**src/design/pab_pkg.sv**
```systemverilog
// Constants and types shared by the bus address and busy-guard front end
//------------------------------------------------------------------------
//------------------------------------------------------------------------
package pab_pkg;

  localparam logic [6:0] PAB_BASE_RESET   = 7'h5c;
  localparam logic [6:0] PAB_GLOBAL_ADDR  = 7'h5b;
  localparam logic [6:0] PAB_ARA_ADDR     = 7'h0c;
  localparam int         PAB_BUSY_BIT     = 6;
  localparam int         PAB_SW_BUSY_BIT  = 7;

  localparam logic [7:0] PAB_CMD_CLEAR    = 8'h03;
  localparam logic [7:0] PAB_CMD_STORE    = 8'h15;
  localparam logic [7:0] PAB_CMD_RESTORE  = 8'h16;
  localparam logic [7:0] PAB_CMD_OV_LIM   = 8'h40;
  localparam logic [7:0] PAB_CMD_UV_LIM   = 8'h44;
  localparam logic [7:0] PAB_CMD_CONFIG   = 8'hd0;
  localparam logic [7:0] PAB_CMD_RAMP     = 8'h61;
  localparam logic [7:0] PAB_CMD_DAC      = 8'he0;
  localparam logic [7:0] PAB_CMD_LOG_CLR  = 8'hec;
  localparam logic [7:0] PAB_CMD_LOG_STO  = 8'hea;
  localparam logic [7:0] PAB_CMD_LOG_RES  = 8'heb;
  localparam logic [7:0] PAB_CMD_COMMON   = 8'he5;
  localparam logic [7:0] PAB_CMD_BASEADR  = 8'he3;
  localparam logic [7:0] PAB_CMD_NVM_ERS  = 8'hbd;
  localparam logic [7:0] PAB_CMD_NVM_DAT  = 8'hbf;

  localparam int CLK_MHZ           = 200;
  localparam int T_RESTORE_US      = 30000;
  localparam int T_STORE_US        = 40000;
  localparam int T_LOG_CLR_US      = 175000;
  localparam int T_LOG_STO_US      = 20000;
  localparam int T_LOG_RES_US      = 2000;
  localparam int T_NVM_US          = 20000;
  localparam int T_SHORT_US        = 49;
  localparam int T_RAM_US          = 5;
  localparam int T_CLEAR_US        = 500;

  localparam int CYC_RESTORE  = T_RESTORE_US * CLK_MHZ;
  localparam int CYC_STORE    = T_STORE_US * CLK_MHZ;
  localparam int CYC_LOG_CLR  = T_LOG_CLR_US * CLK_MHZ;
  localparam int CYC_LOG_STO  = T_LOG_STO_US * CLK_MHZ;
  localparam int CYC_LOG_RES  = T_LOG_RES_US * CLK_MHZ;
  localparam int CYC_NVM      = T_NVM_US * CLK_MHZ;
  localparam int CYC_SHORT    = T_SHORT_US * CLK_MHZ;
  localparam int CYC_RAM      = T_RAM_US * CLK_MHZ;
  localparam int CYC_CLEAR    = T_CLEAR_US * CLK_MHZ;

  typedef enum logic [1:0] {
    PAB_LVL_LOW,
    PAB_LVL_OPEN,
    PAB_LVL_HIGH
  } pab_level_type;

endpackage : pab_pkg

```
**src/design/pab_addr_match.sv**
```systemverilog
// Address former and matcher for the serial slave front end
module pab_addr_match
  import pab_pkg::*;
(
  // Clock and reset
  input  wire logic       i_clk,
  input  wire logic       i_resetn,
  // Select pins as decoded levels
  input  wire logic [1:0] i_addr_select_lo_pin,
  input  wire logic [1:0] i_addr_select_hi_pin,
  // Base address and address under test
  input  wire logic [6:0] i_base_addr,
  input  wire logic [6:0] i_addr,
  // Results
  output logic            o_match_dev,
  output logic            o_match_gbl,
  output logic            o_match_ara,
  output logic [6:0]      o_dev_addr
);

  logic       sampled_q;
  logic [3:0] offset_q;

  function automatic logic [1:0] lvl(input logic [1:0] p);
    lvl = (p > 2'd2) ? 2'd2 : p;
  endfunction : lvl

  // Pins are caught once after reset release so a bouncing strap
  // cannot move the address mid-transaction
  always_ff @(posedge i_clk) begin
    if (!i_resetn) begin
      sampled_q <= 1'b0;
      offset_q  <= 4'h0;
    end else if (!sampled_q) begin
      sampled_q <= 1'b1;
      offset_q  <= 4'(3 * lvl(i_addr_select_hi_pin))
                 + 4'(lvl(i_addr_select_lo_pin));
    end
  end

  always_comb begin
    o_dev_addr  = i_base_addr + 7'(offset_q);
    o_match_dev = sampled_q && (i_addr == o_dev_addr);
    o_match_gbl = (i_addr == PAB_GLOBAL_ADDR);
    o_match_ara = (i_addr == PAB_ARA_ADDR);
  end

endmodule : pab_addr_match

```
**src/design/pab_busy_timer.sv**
```systemverilog
// Busy interval counter loaded with the larger of old and new count on each load request and cleared on expiry
module pab_busy_timer #(
  parameter int WIDTH = 26
) (
  // Clock and reset
  input  wire logic             i_clk,
  input  wire logic             i_resetn,
  // Load request
  input  wire logic             i_load,
  input  wire logic [WIDTH-1:0] i_count,
  // State
  output logic                  o_busy
);

  logic [WIDTH-1:0] cnt_q;

  initial begin
    if (WIDTH < 2) $error("pab_busy_timer: WIDTH too small");
  end

  always_ff @(posedge i_clk) begin
    if (!i_resetn) begin
      cnt_q <= '0;
    end else if (i_load) begin
      cnt_q <= (i_count > cnt_q) ? i_count : cnt_q;
    end else if (cnt_q != '0) begin
      cnt_q <= cnt_q - 1'b1;
    end
  end

  assign o_busy = (cnt_q != '0);

endmodule : pab_busy_timer

```
**src/design/pab_front.sv**
```systemverilog
// Serial slave front end: address match, command gate and busy tracking
module pab_front
  import pab_pkg::*;
#(
  parameter int CYC_LOG_CLR_P = CYC_LOG_CLR,
  parameter int CYC_STORE_P   = CYC_STORE,
  parameter int CYC_RESTORE_P = CYC_RESTORE,
  parameter int CYC_LOG_STO_P = CYC_LOG_STO,
  parameter int CYC_LOG_RES_P = CYC_LOG_RES,
  parameter int CYC_NVM_P     = CYC_NVM,
  parameter int CYC_SHORT_P   = CYC_SHORT,
  parameter int CYC_RAM_P     = CYC_RAM,
  parameter int CYC_CLEAR_P   = CYC_CLEAR
) (
  // Clock and reset
  input  wire logic       i_clk,
  input  wire logic       i_resetn,
  // Select pins, two bits each: 0 low, 1 open, 2 high
  input  wire logic [1:0] i_addr_select_lo_pin,
  input  wire logic [1:0] i_addr_select_hi_pin,
  // Byte-level bus events from the serial engine
  input  wire logic       i_start,
  input  wire logic       i_stop,
  input  wire logic       i_addr_valid,
  input  wire logic [6:0] i_addr,
  input  wire logic       i_rw,
  input  wire logic       i_cmd_valid,
  input  wire logic [7:0] i_cmd,
  input  wire logic       i_data_valid,
  input  wire logic [7:0] i_data,
  input  wire logic       i_ram_write,
  input  wire logic       i_fault_log_internal,
  input  wire logic       i_status_clear,
  // Answers to the serial engine
  output logic            o_addr_ack,
  output logic            o_cmd_ack,
  output logic            o_cmd_accept,
  output logic [7:0]      o_common_status,
  output logic [7:0]      o_status_word_lo,
  output logic [6:0]      o_base_addr,
  output logic            o_faults_clearing,
  // Alert pin, active low
  output logic            o_alert_out_n
);

  // Timer width covers the longest default busy time at 200 MHz
  localparam int TW = 26;

  //----------------------------------------------------------------------
  // Elaboration checks
  //----------------------------------------------------------------------
  // A count past the timer width would wrap silently, and a zero count
  // would leave its command without any busy time at all
  function automatic bit cyc_ok(input int c);
    cyc_ok = (c >= 1) && (c < (1 << TW));
  endfunction : cyc_ok

  initial begin
    if (!cyc_ok(CYC_LOG_CLR_P))
      $error("pab_front: CYC_LOG_CLR_P out of range");
    if (!cyc_ok(CYC_STORE_P))
      $error("pab_front: CYC_STORE_P out of range");
    if (!cyc_ok(CYC_RESTORE_P))
      $error("pab_front: CYC_RESTORE_P out of range");
    if (!cyc_ok(CYC_LOG_STO_P))
      $error("pab_front: CYC_LOG_STO_P out of range");
    if (!cyc_ok(CYC_LOG_RES_P))
      $error("pab_front: CYC_LOG_RES_P out of range");
    if (!cyc_ok(CYC_NVM_P))
      $error("pab_front: CYC_NVM_P out of range");
    if (!cyc_ok(CYC_SHORT_P))
      $error("pab_front: CYC_SHORT_P out of range");
    if (!cyc_ok(CYC_RAM_P))
      $error("pab_front: CYC_RAM_P out of range");
    if (!cyc_ok(CYC_CLEAR_P))
      $error("pab_front: CYC_CLEAR_P out of range");
  end

  //----------------------------------------------------------------------
  // Address match
  //----------------------------------------------------------------------
  logic       match_dev;
  logic       match_gbl;
  logic       match_ara;
  logic [6:0] base_q;

  pab_addr_match u_match (
    .i_clk                (i_clk),
    .i_resetn             (i_resetn),
    .i_addr_select_lo_pin (i_addr_select_lo_pin),
    .i_addr_select_hi_pin (i_addr_select_hi_pin),
    .i_base_addr          (base_q),
    .i_addr               (i_addr),
    .o_match_dev          (match_dev),
    .o_match_gbl          (match_gbl),
    .o_match_ara          (match_ara),
    .o_dev_addr           ()
  );

  //----------------------------------------------------------------------
  // Transaction tracking
  //----------------------------------------------------------------------
  typedef enum logic [1:0] {
    PAB_IDLE,
    PAB_ADDR,
    PAB_CMD,
    PAB_DROP
  } pab_state_type;

  pab_state_type state_q;
  logic          addr_hit;
  logic          cmd_fire;
  logic [7:0]    cmd_q;
  logic          cmd_taken_q;
  logic [TW-1:0] pend_cyc_q;
  logic          pend_q;
  logic          busy;
  logic          refuse;
  logic          base_wr;

  function automatic logic [TW-1:0] cmd_cycles(input logic [7:0] c);
    case (c)
      PAB_CMD_STORE:   cmd_cycles = TW'(CYC_STORE_P);
      PAB_CMD_RESTORE: cmd_cycles = TW'(CYC_RESTORE_P);
      PAB_CMD_LOG_CLR: cmd_cycles = TW'(CYC_LOG_CLR_P);
      PAB_CMD_LOG_STO: cmd_cycles = TW'(CYC_LOG_STO_P);
      PAB_CMD_LOG_RES: cmd_cycles = TW'(CYC_LOG_RES_P);
      PAB_CMD_NVM_ERS,
      PAB_CMD_NVM_DAT: cmd_cycles = TW'(CYC_NVM_P);
      PAB_CMD_CONFIG,
      PAB_CMD_RAMP,
      PAB_CMD_OV_LIM,
      PAB_CMD_UV_LIM,
      PAB_CMD_DAC:     cmd_cycles = TW'(CYC_SHORT_P);
      default:         cmd_cycles = '0;
    endcase
  endfunction : cmd_cycles

  // Status reads must pass even when busy so the host can poll
  assign refuse = busy && i_cmd_valid && (i_cmd != PAB_CMD_COMMON);

  // Any of the three addresses earns an address ack, but only the device
  // and global addresses go on to take a command
  assign addr_hit = match_dev | match_gbl | match_ara;
  assign cmd_fire = (state_q == PAB_CMD) && i_cmd_valid && !refuse;

  always_ff @(posedge i_clk) begin
    if (!i_resetn) begin
      state_q <= PAB_IDLE;
    end else if (i_start) begin
      state_q <= PAB_ADDR;
    end else if (i_stop) begin
      state_q <= PAB_IDLE;
    end else begin
      case (state_q)
        // An alert response read has no command byte to take
        PAB_ADDR: if (i_addr_valid) begin
          state_q <= (match_dev | match_gbl) ? PAB_CMD : PAB_DROP;
        end
        PAB_CMD: if (i_cmd_valid) begin
          state_q <= refuse ? PAB_DROP : PAB_IDLE;
        end
        PAB_IDLE, PAB_DROP: state_q <= state_q;
        default: state_q <= PAB_IDLE;
      endcase
    end
  end

  //----------------------------------------------------------------------
  // Command acknowledge
  //----------------------------------------------------------------------
  // Address byte is acked even while busy; only the command is refused
  always_ff @(posedge i_clk) begin
    if (!i_resetn) begin
      o_addr_ack   <= 1'b0;
      o_cmd_ack    <= 1'b0;
      o_cmd_accept <= 1'b0;
    end else begin
      o_addr_ack   <= (state_q == PAB_ADDR) && i_addr_valid
                      && addr_hit;
      o_cmd_ack    <= cmd_fire;
      o_cmd_accept <= cmd_fire;
    end
  end

  //----------------------------------------------------------------------
  // Busy arming
  //----------------------------------------------------------------------
  // The command's busy time is armed at stop, not at the command byte
  always_ff @(posedge i_clk) begin
    if (!i_resetn) begin
      cmd_q       <= 8'h00;
      cmd_taken_q <= 1'b0;
      pend_q      <= 1'b0;
      pend_cyc_q  <= '0;
    end else begin
      if (i_start) begin
        cmd_taken_q <= 1'b0;
      end else if (cmd_fire) begin
        cmd_q       <= i_cmd;
        cmd_taken_q <= !i_rw;
      end
      if (i_stop && cmd_taken_q) begin
        pend_q     <= 1'b1;
        pend_cyc_q <= cmd_cycles(cmd_q);
      end else if (i_ram_write && cmd_taken_q) begin
        pend_q     <= 1'b1;
        pend_cyc_q <= TW'(CYC_RAM_P);
      end else if (i_fault_log_internal) begin
        pend_q     <= 1'b1;
        pend_cyc_q <= TW'(CYC_LOG_STO_P);
      end else begin
        pend_q <= 1'b0;
      end
    end
  end

  //----------------------------------------------------------------------
  // Busy timer
  //----------------------------------------------------------------------
  // Loads keep the larger of old and new count, so a short write during a
  // long store cannot cut the store's busy time short
  pab_busy_timer #(
    .WIDTH (TW)
  ) u_busy (
    .i_clk    (i_clk),
    .i_resetn (i_resetn),
    .i_load   (pend_q && pend_cyc_q != '0),
    .i_count  (pend_cyc_q),
    .o_busy   (busy)
  );

  //----------------------------------------------------------------------
  // Base address setting
  //----------------------------------------------------------------------
  assign base_wr = (state_q == PAB_IDLE) && i_data_valid && cmd_taken_q
                   && (cmd_q == PAB_CMD_BASEADR);

  always_ff @(posedge i_clk) begin
    if (!i_resetn) begin
      base_q <= PAB_BASE_RESET;
    end else if (base_wr) begin
      base_q <= i_data[6:0];
    end
  end

  always_ff @(posedge i_clk) begin
    if (!i_resetn) begin
      o_base_addr <= PAB_BASE_RESET;
    end else begin
      o_base_addr <= base_wr ? i_data[6:0] : base_q;
    end
  end

  //----------------------------------------------------------------------
  // Busy fault, alert and status
  //----------------------------------------------------------------------
  logic          clear_cmd;
  logic [TW-1:0] clr_cnt_q;

  assign clear_cmd = i_stop && cmd_taken_q && (cmd_q == PAB_CMD_CLEAR);

  // A refusal in the clearing cycle wins so no busy fault is lost
  always_ff @(posedge i_clk) begin
    if (!i_resetn) begin
      o_alert_out_n    <= 1'b1;
      o_status_word_lo <= 8'h00;
    end else if (refuse && state_q == PAB_CMD) begin
      o_alert_out_n                     <= 1'b0;
      o_status_word_lo[PAB_SW_BUSY_BIT] <= 1'b1;
    end else if (i_status_clear || (clr_cnt_q == TW'(1))) begin
      o_alert_out_n                     <= 1'b1;
      o_status_word_lo[PAB_SW_BUSY_BIT] <= 1'b0;
    end
  end

  // Clear-faults leaves busy alone; flags drop after the settle time
  always_ff @(posedge i_clk) begin
    if (!i_resetn) begin
      clr_cnt_q         <= '0;
      o_faults_clearing <= 1'b0;
    end else if (clear_cmd) begin
      clr_cnt_q         <= TW'(CYC_CLEAR_P);
      o_faults_clearing <= 1'b1;
    end else if (clr_cnt_q != '0) begin
      clr_cnt_q         <= clr_cnt_q - 1'b1;
      o_faults_clearing <= (clr_cnt_q != TW'(1));
    end
  end

  //----------------------------------------------------------------------
  // Common status
  //----------------------------------------------------------------------
  // Only the ready bit carries news; the spare bits read as zero
  always_ff @(posedge i_clk) begin
    if (!i_resetn) begin
      o_common_status <= 8'h00;
    end else begin
      o_common_status               <= 8'h00;
      o_common_status[PAB_BUSY_BIT] <= !busy;
    end
  end

endmodule : pab_front

```
**config.mk**
```make
export PLATFORM = sky130hd
export DESIGN_NAME = pab_front
export DESIGN_NICKNAME = d
export VERILOG_FILES = /design/src/design/pab_pkg.sv /design/src/design/pab_addr_match.sv /design/src/design/pab_busy_timer.sv /design/src/design/pab_front.sv
export SDC_FILE = /design/constraint.sdc
export NUM_CORES = 1
export LEC_CHECK = 0
export BUFFER_PORTS_ARGS = -buffer_cell sky130_fd_sc_hd__buf_2
export CORE_ASPECT_RATIO = 1.5
export CORE_MARGIN = 2
export CORE_UTILIZATION = 40
export CTS_BUF_LIST = sky130_fd_sc_hd__clkbuf_4 sky130_fd_sc_hd__clkbuf_8
export DETAILED_ROUTE_END_ITERATION = 8
export PLACE_DENSITY = 0.61
export SYNTH_ARGS = -nofsm -noshare
export SYNTH_HDL_FRONTEND = slang
export SYNTH_SLANG_ARGS = --single-unit
```
**constraint.sdc**
```tcl
create_clock -name i_clk -period 2.6 [get_ports i_clk]
set_input_delay 0.26 -clock i_clk [delete_from_list [all_inputs] [get_ports i_clk]]
set_output_delay 0.26 -clock i_clk [all_outputs]
set_load 0.1 [all_outputs]
```
==> run_results.csv <==
group,metric,value,unit
worst_setup_path,critPathLaunch,"pend_cyc_q[15]$_SDFFE_PN0P_",
floorplan,die_y,154,um
worst_setup_path,rrSetupSlack,80,ps
global_routing,grt_pass1_wl,26900,um
worst_setup_path,worst-setup-path-type,"flip-flop to flip-flop",
min_path,min_path_cells,3,
worst_setup_path,worstPathRequired,2900,ps
drt,dr_wl_met2,8880,um
sta,fin_worst_skew,13.1,ps
synthesis,async_flop_share,0,%
finish,drive_gt1_share,19.4,%
synthesis,synth_edf_count,0,
flow_run,cap_viol_max_count,0,
worst_setup_path,reg2reg_to,"u_busy.cnt_q[2]$_SDFFE_PN0P_",
power_and_ir_drop,combinationalPowerShare,54.2,%
sta,hold_viol,0,
floorplan,pin_count,66,
synthesis,yosys.area_share.simple,24.7,%
synthesis,yosys.area.top_type,"dfxtp_1",
worst_setup_path,worst-path-buf-inv,2,
clock_tree,cts-root-buf,"clkbuf_8",
worst_setup_path,crit_slowest_cell,"dfxtp_1",
min_path,min_from,"i_data[6]",
worst_setup_path,path_delay_family,"compound AO/OA/AOI/OAI gates",
clock_tree,htreeDepth,3,
sta,setup_violations,0,
sta,worst_slew_pin_slew,594,ps
power_and_ir_drop,power.switching,3130,uW
floorplan,fp.dieW,104,um
run_status,status,"finished, final reports clean",
global_routing,grt-ovfl-total,0,
finish,nets,893,
drt,vias_per_cell,5.50,
sta,max_freq,397,MHz
global_routing,antenna_found_initial,0,
power_and_ir_drop,vdd_drop_max,0.883,mV
worst_setup_path,r2r_start,"pend_cyc_q[15]$_SDFFE_PN0P_",
global_routing,grt_max_degree,34,
synthesis,synth_top_flop_cell,"dfxtp_1",
floorplan,core_area,14600,um^2
synthesis,netlist_area,5980,um^2
power_and_ir_drop,clkPwrFrac,15.2,%
finish,insertedDiodeCount,0,
finish,final_cell_count_no_fill,1022,
global_routing,first_global_vias,5683,
worst_setup_path,crit_path_max_fanout,15,
drt,vias,5616,
synthesis,synth_top_family_by_area,"simple AND/OR/NAND/NOR gates",
clock_tree,cts_buffers,9,
synthesis,synthXorXnorAreaFrac,4.39,%
synthesis,ys_warn_count,0,
worst_setup_path,ff2ff_path_depth,9,
clock_tree,postCtsHoldBufs,0,
synthesis,yosys-top-cells-area,"dfxtp_1 34%, ha_1 6.7%, a21oi_1 6.2%",
synthesis,syn_inst,731,
drt,drc,0,
drt,top_layer_used,"met4",
clock_tree,cts_tree,"yes",
power_and_ir_drop,p_seq_share,30.6,%
power_and_ir_drop,p_int,3950,uW
finish,area_growth,17.3,%
sta,min_period_over_period,97.0,%
clock_tree,cts.clk_slew.worst_paths,110,ps
drt,m1WireLength,6350,um
clock_tree,clk_latency,380,ps
drt,wl,16200,um
placement,dp_hpwl,12500,um
power_and_ir_drop,p_per_area,1010,nW/um^2
placement,dp.cells,1006,
synthesis,synthAdderAreaFrac,7.36,%
placement,place_area,6750,um^2
synthesis,postSynthAreaPerCell,8.18,um^2
drt,firstDrtPassIters,4,
floorplan,fp.dieArea,16000,um^2
placement,io_buffers,50,
power_and_ir_drop,leakagePower,0.00283,uW
sta,slew_violations,0,
synthesis,ys_seq_area_share,33.8,%
synthesis,synth.area.mux_share,4.04,%
worst_setup_path,cpPeakStageDelay,340,ps
drt,first_iter_violations,229,
placement,gp_congestion,0.922,
sta,finalCriticalPeriod,2520,ps
min_path,holdPathEnd,"o_base_addr[6]$_SDFFE_PN1P_",
clock_tree,cts.path.max_buffers,2,
power_and_ir_drop,netSwitchingFraction,44.2,%
worst_setup_path,end_kind,"flip-flop",
drt,met3_wirelength,594,um
worst_setup_path,cp-start-kind,"flip-flop",
floorplan,start_util,41.0,%
min_path,hp-class,"input pin to flip-flop",
synthesis,synth_top_area_share,33.8,%
synthesis,ys_ff_latch,101,
finish,fin_area,7010,um^2
worst_setup_path,cp_data_arrival_time,2830,ps
clock_tree,cts.sinks,101,
drt,wl_per_cell,15.9,um
drt,drt.antenna.violating_nets,0,
global_routing,grt_usage,20.5,%
clock_tree,post_cts_buffers,0,
synthesis,synth_compound_area_share,18.7,%
floorplan,row_count,54,
clock_tree,cts_resized,0,
sta,slew_headroom,60.4,%
synthesis,ys_types,68,
worst_setup_path,crit_chain,"buf_4 -> nor4_2 -> nand4_1 -> o211a_1 -> a41oi_1 -> o21ai_4 -> buf_8 -> or3_1 -> a21oi_1",
[routing by layer]
metal  vias up  GRT usage, %
li1       2775             -
met1      2671          21.6
met2       141          40.3
met3        29          2.88
met4         0          7.85
met5         -             0
[flip-flops by register name, summed over array words and instances (netlist names), 2 cells and up]
| name | count |
|---|---|
| clr_cnt_q | 26 |
| u_busy.cnt_q | 26 |
| pend_cyc_q | 19 |
| cmd_q | 8 |
| o_base_addr | 7 |
| u_match.offset_q | 4 |
| state_q | 2 |
[Yosys cell counts, drive strengths merged, types with 5 or more instances]
cell and n:
nand4 7, nand3 18, nor4 22, a41oi 5, o21ai 43, nand2 48, a21o 5, buf 27
mux2i 23, a31oi 9, nor3 18, a21oi 74, nor2b 8, and3 5, nor2 76, dfxtp 101
ha 32, xor2 5, o211ai 12, and2 5, clkbuf 20, nand2b 16, o31ai 6, or3 16
or4 14, xnor2 25, inv 42
[layout by cell type (no fill, tap or decap), drive strengths merged, types with 3 or more instances in the layout]
master,synthesis,layout
a211oi,4,4
a21o,5,5
a21oi,74,74
a31oi,9,9
a41oi,5,5
and2,5,5
and3,5,5
buf,27,113
clkbuf,20,9
conb,1,14
dfxtp,101,101
ha,32,32
inv,42,44
mux2i,23,23
nand2,48,48
nand2b,16,16
nand3,18,18
nand4,7,7
nand4b,3,3
nor2,76,76
nor2b,8,8
nor3,18,18
nor3b,3,3
nor4,22,22
o211ai,12,12
o21a,3,3
o21ai,43,43
o31ai,6,6
o32ai,4,4
or2,4,4
or3,16,16
or4,14,14
xnor2,25,25
xor2,5,5
[power by group through the flow]
stage                     Combinational, uW  Sequential, uW  Clock, uW
after detailed placement               3720            2200          0
after CTS                              3730            2160       1100
after global placement                 3630            2170          0
final                                  3840            2170       1080
after floorplan                        2580            2240          0
after global routing                   4270            2210       1160
[layout make-up]
class | instances | area [um^2]
fill | 1454 | 7580
multi-input combinational | 554 | 3640
sequential | 101 | 2030
timing repair buffer | 113 | 731
tap | 196 | 245
inverter | 42 | 158
clock buffer | 9 | 124
clock inverter | 7 | 82.6
[tightest hold or removal path: stages]
cell	delay, ps
buf_2	70
mux2i_1	50
nand2_1	50
[how the worst max path moves through the flow]
stage / end / slack (ps) / cells after the start
floorplan: o_addr_ack$_SDFF_PN0_ / 60 / 9
global placement: state_q[0]$_SDFFE_PN0P_ / 80 / 8
detailed placement: u_busy.cnt_q[18]$_SDFFE_PN0P_ / 30 / 7
CTS: u_busy.cnt_q[18]$_SDFFE_PN0P_ / 4 / 7
global route: u_busy.cnt_q[2]$_SDFFE_PN0P_ / -20 / 9
finish: u_busy.cnt_q[2]$_SDFFE_PN0P_ / 80 / 9
[per-stage QoR]
step                      util (%)  hold WS, ps  setup TNS [ps]  setup WS (ps)  total power (uW)
final                         48.1         85.7               0           78.6              7080
after global routing          48.1         75.5           -68.3          -22.7              7640
after CTS                     47.6         78.9               0           4.19              6990
after detailed placement      46.2          466               0           32.0              5910
after global placement        46.2          451               0           77.6              5800
after floorplan                  -          288               0           63.9              4820
[cells by family after synthesis]
| family | after synthesis |
|---|---|
| AOI/OAI and AO/OA | 183 |
| xor gates and xnor gates | 30 |
| adders and majority gates | 34 |
| buffers and inverters | 89 |
| DFF | 101 |
| muxes | 24 |
| other | 1 |
| and+or+nand+nor | 269 |
Note: power is estimated with default switching activity, not from simulation.
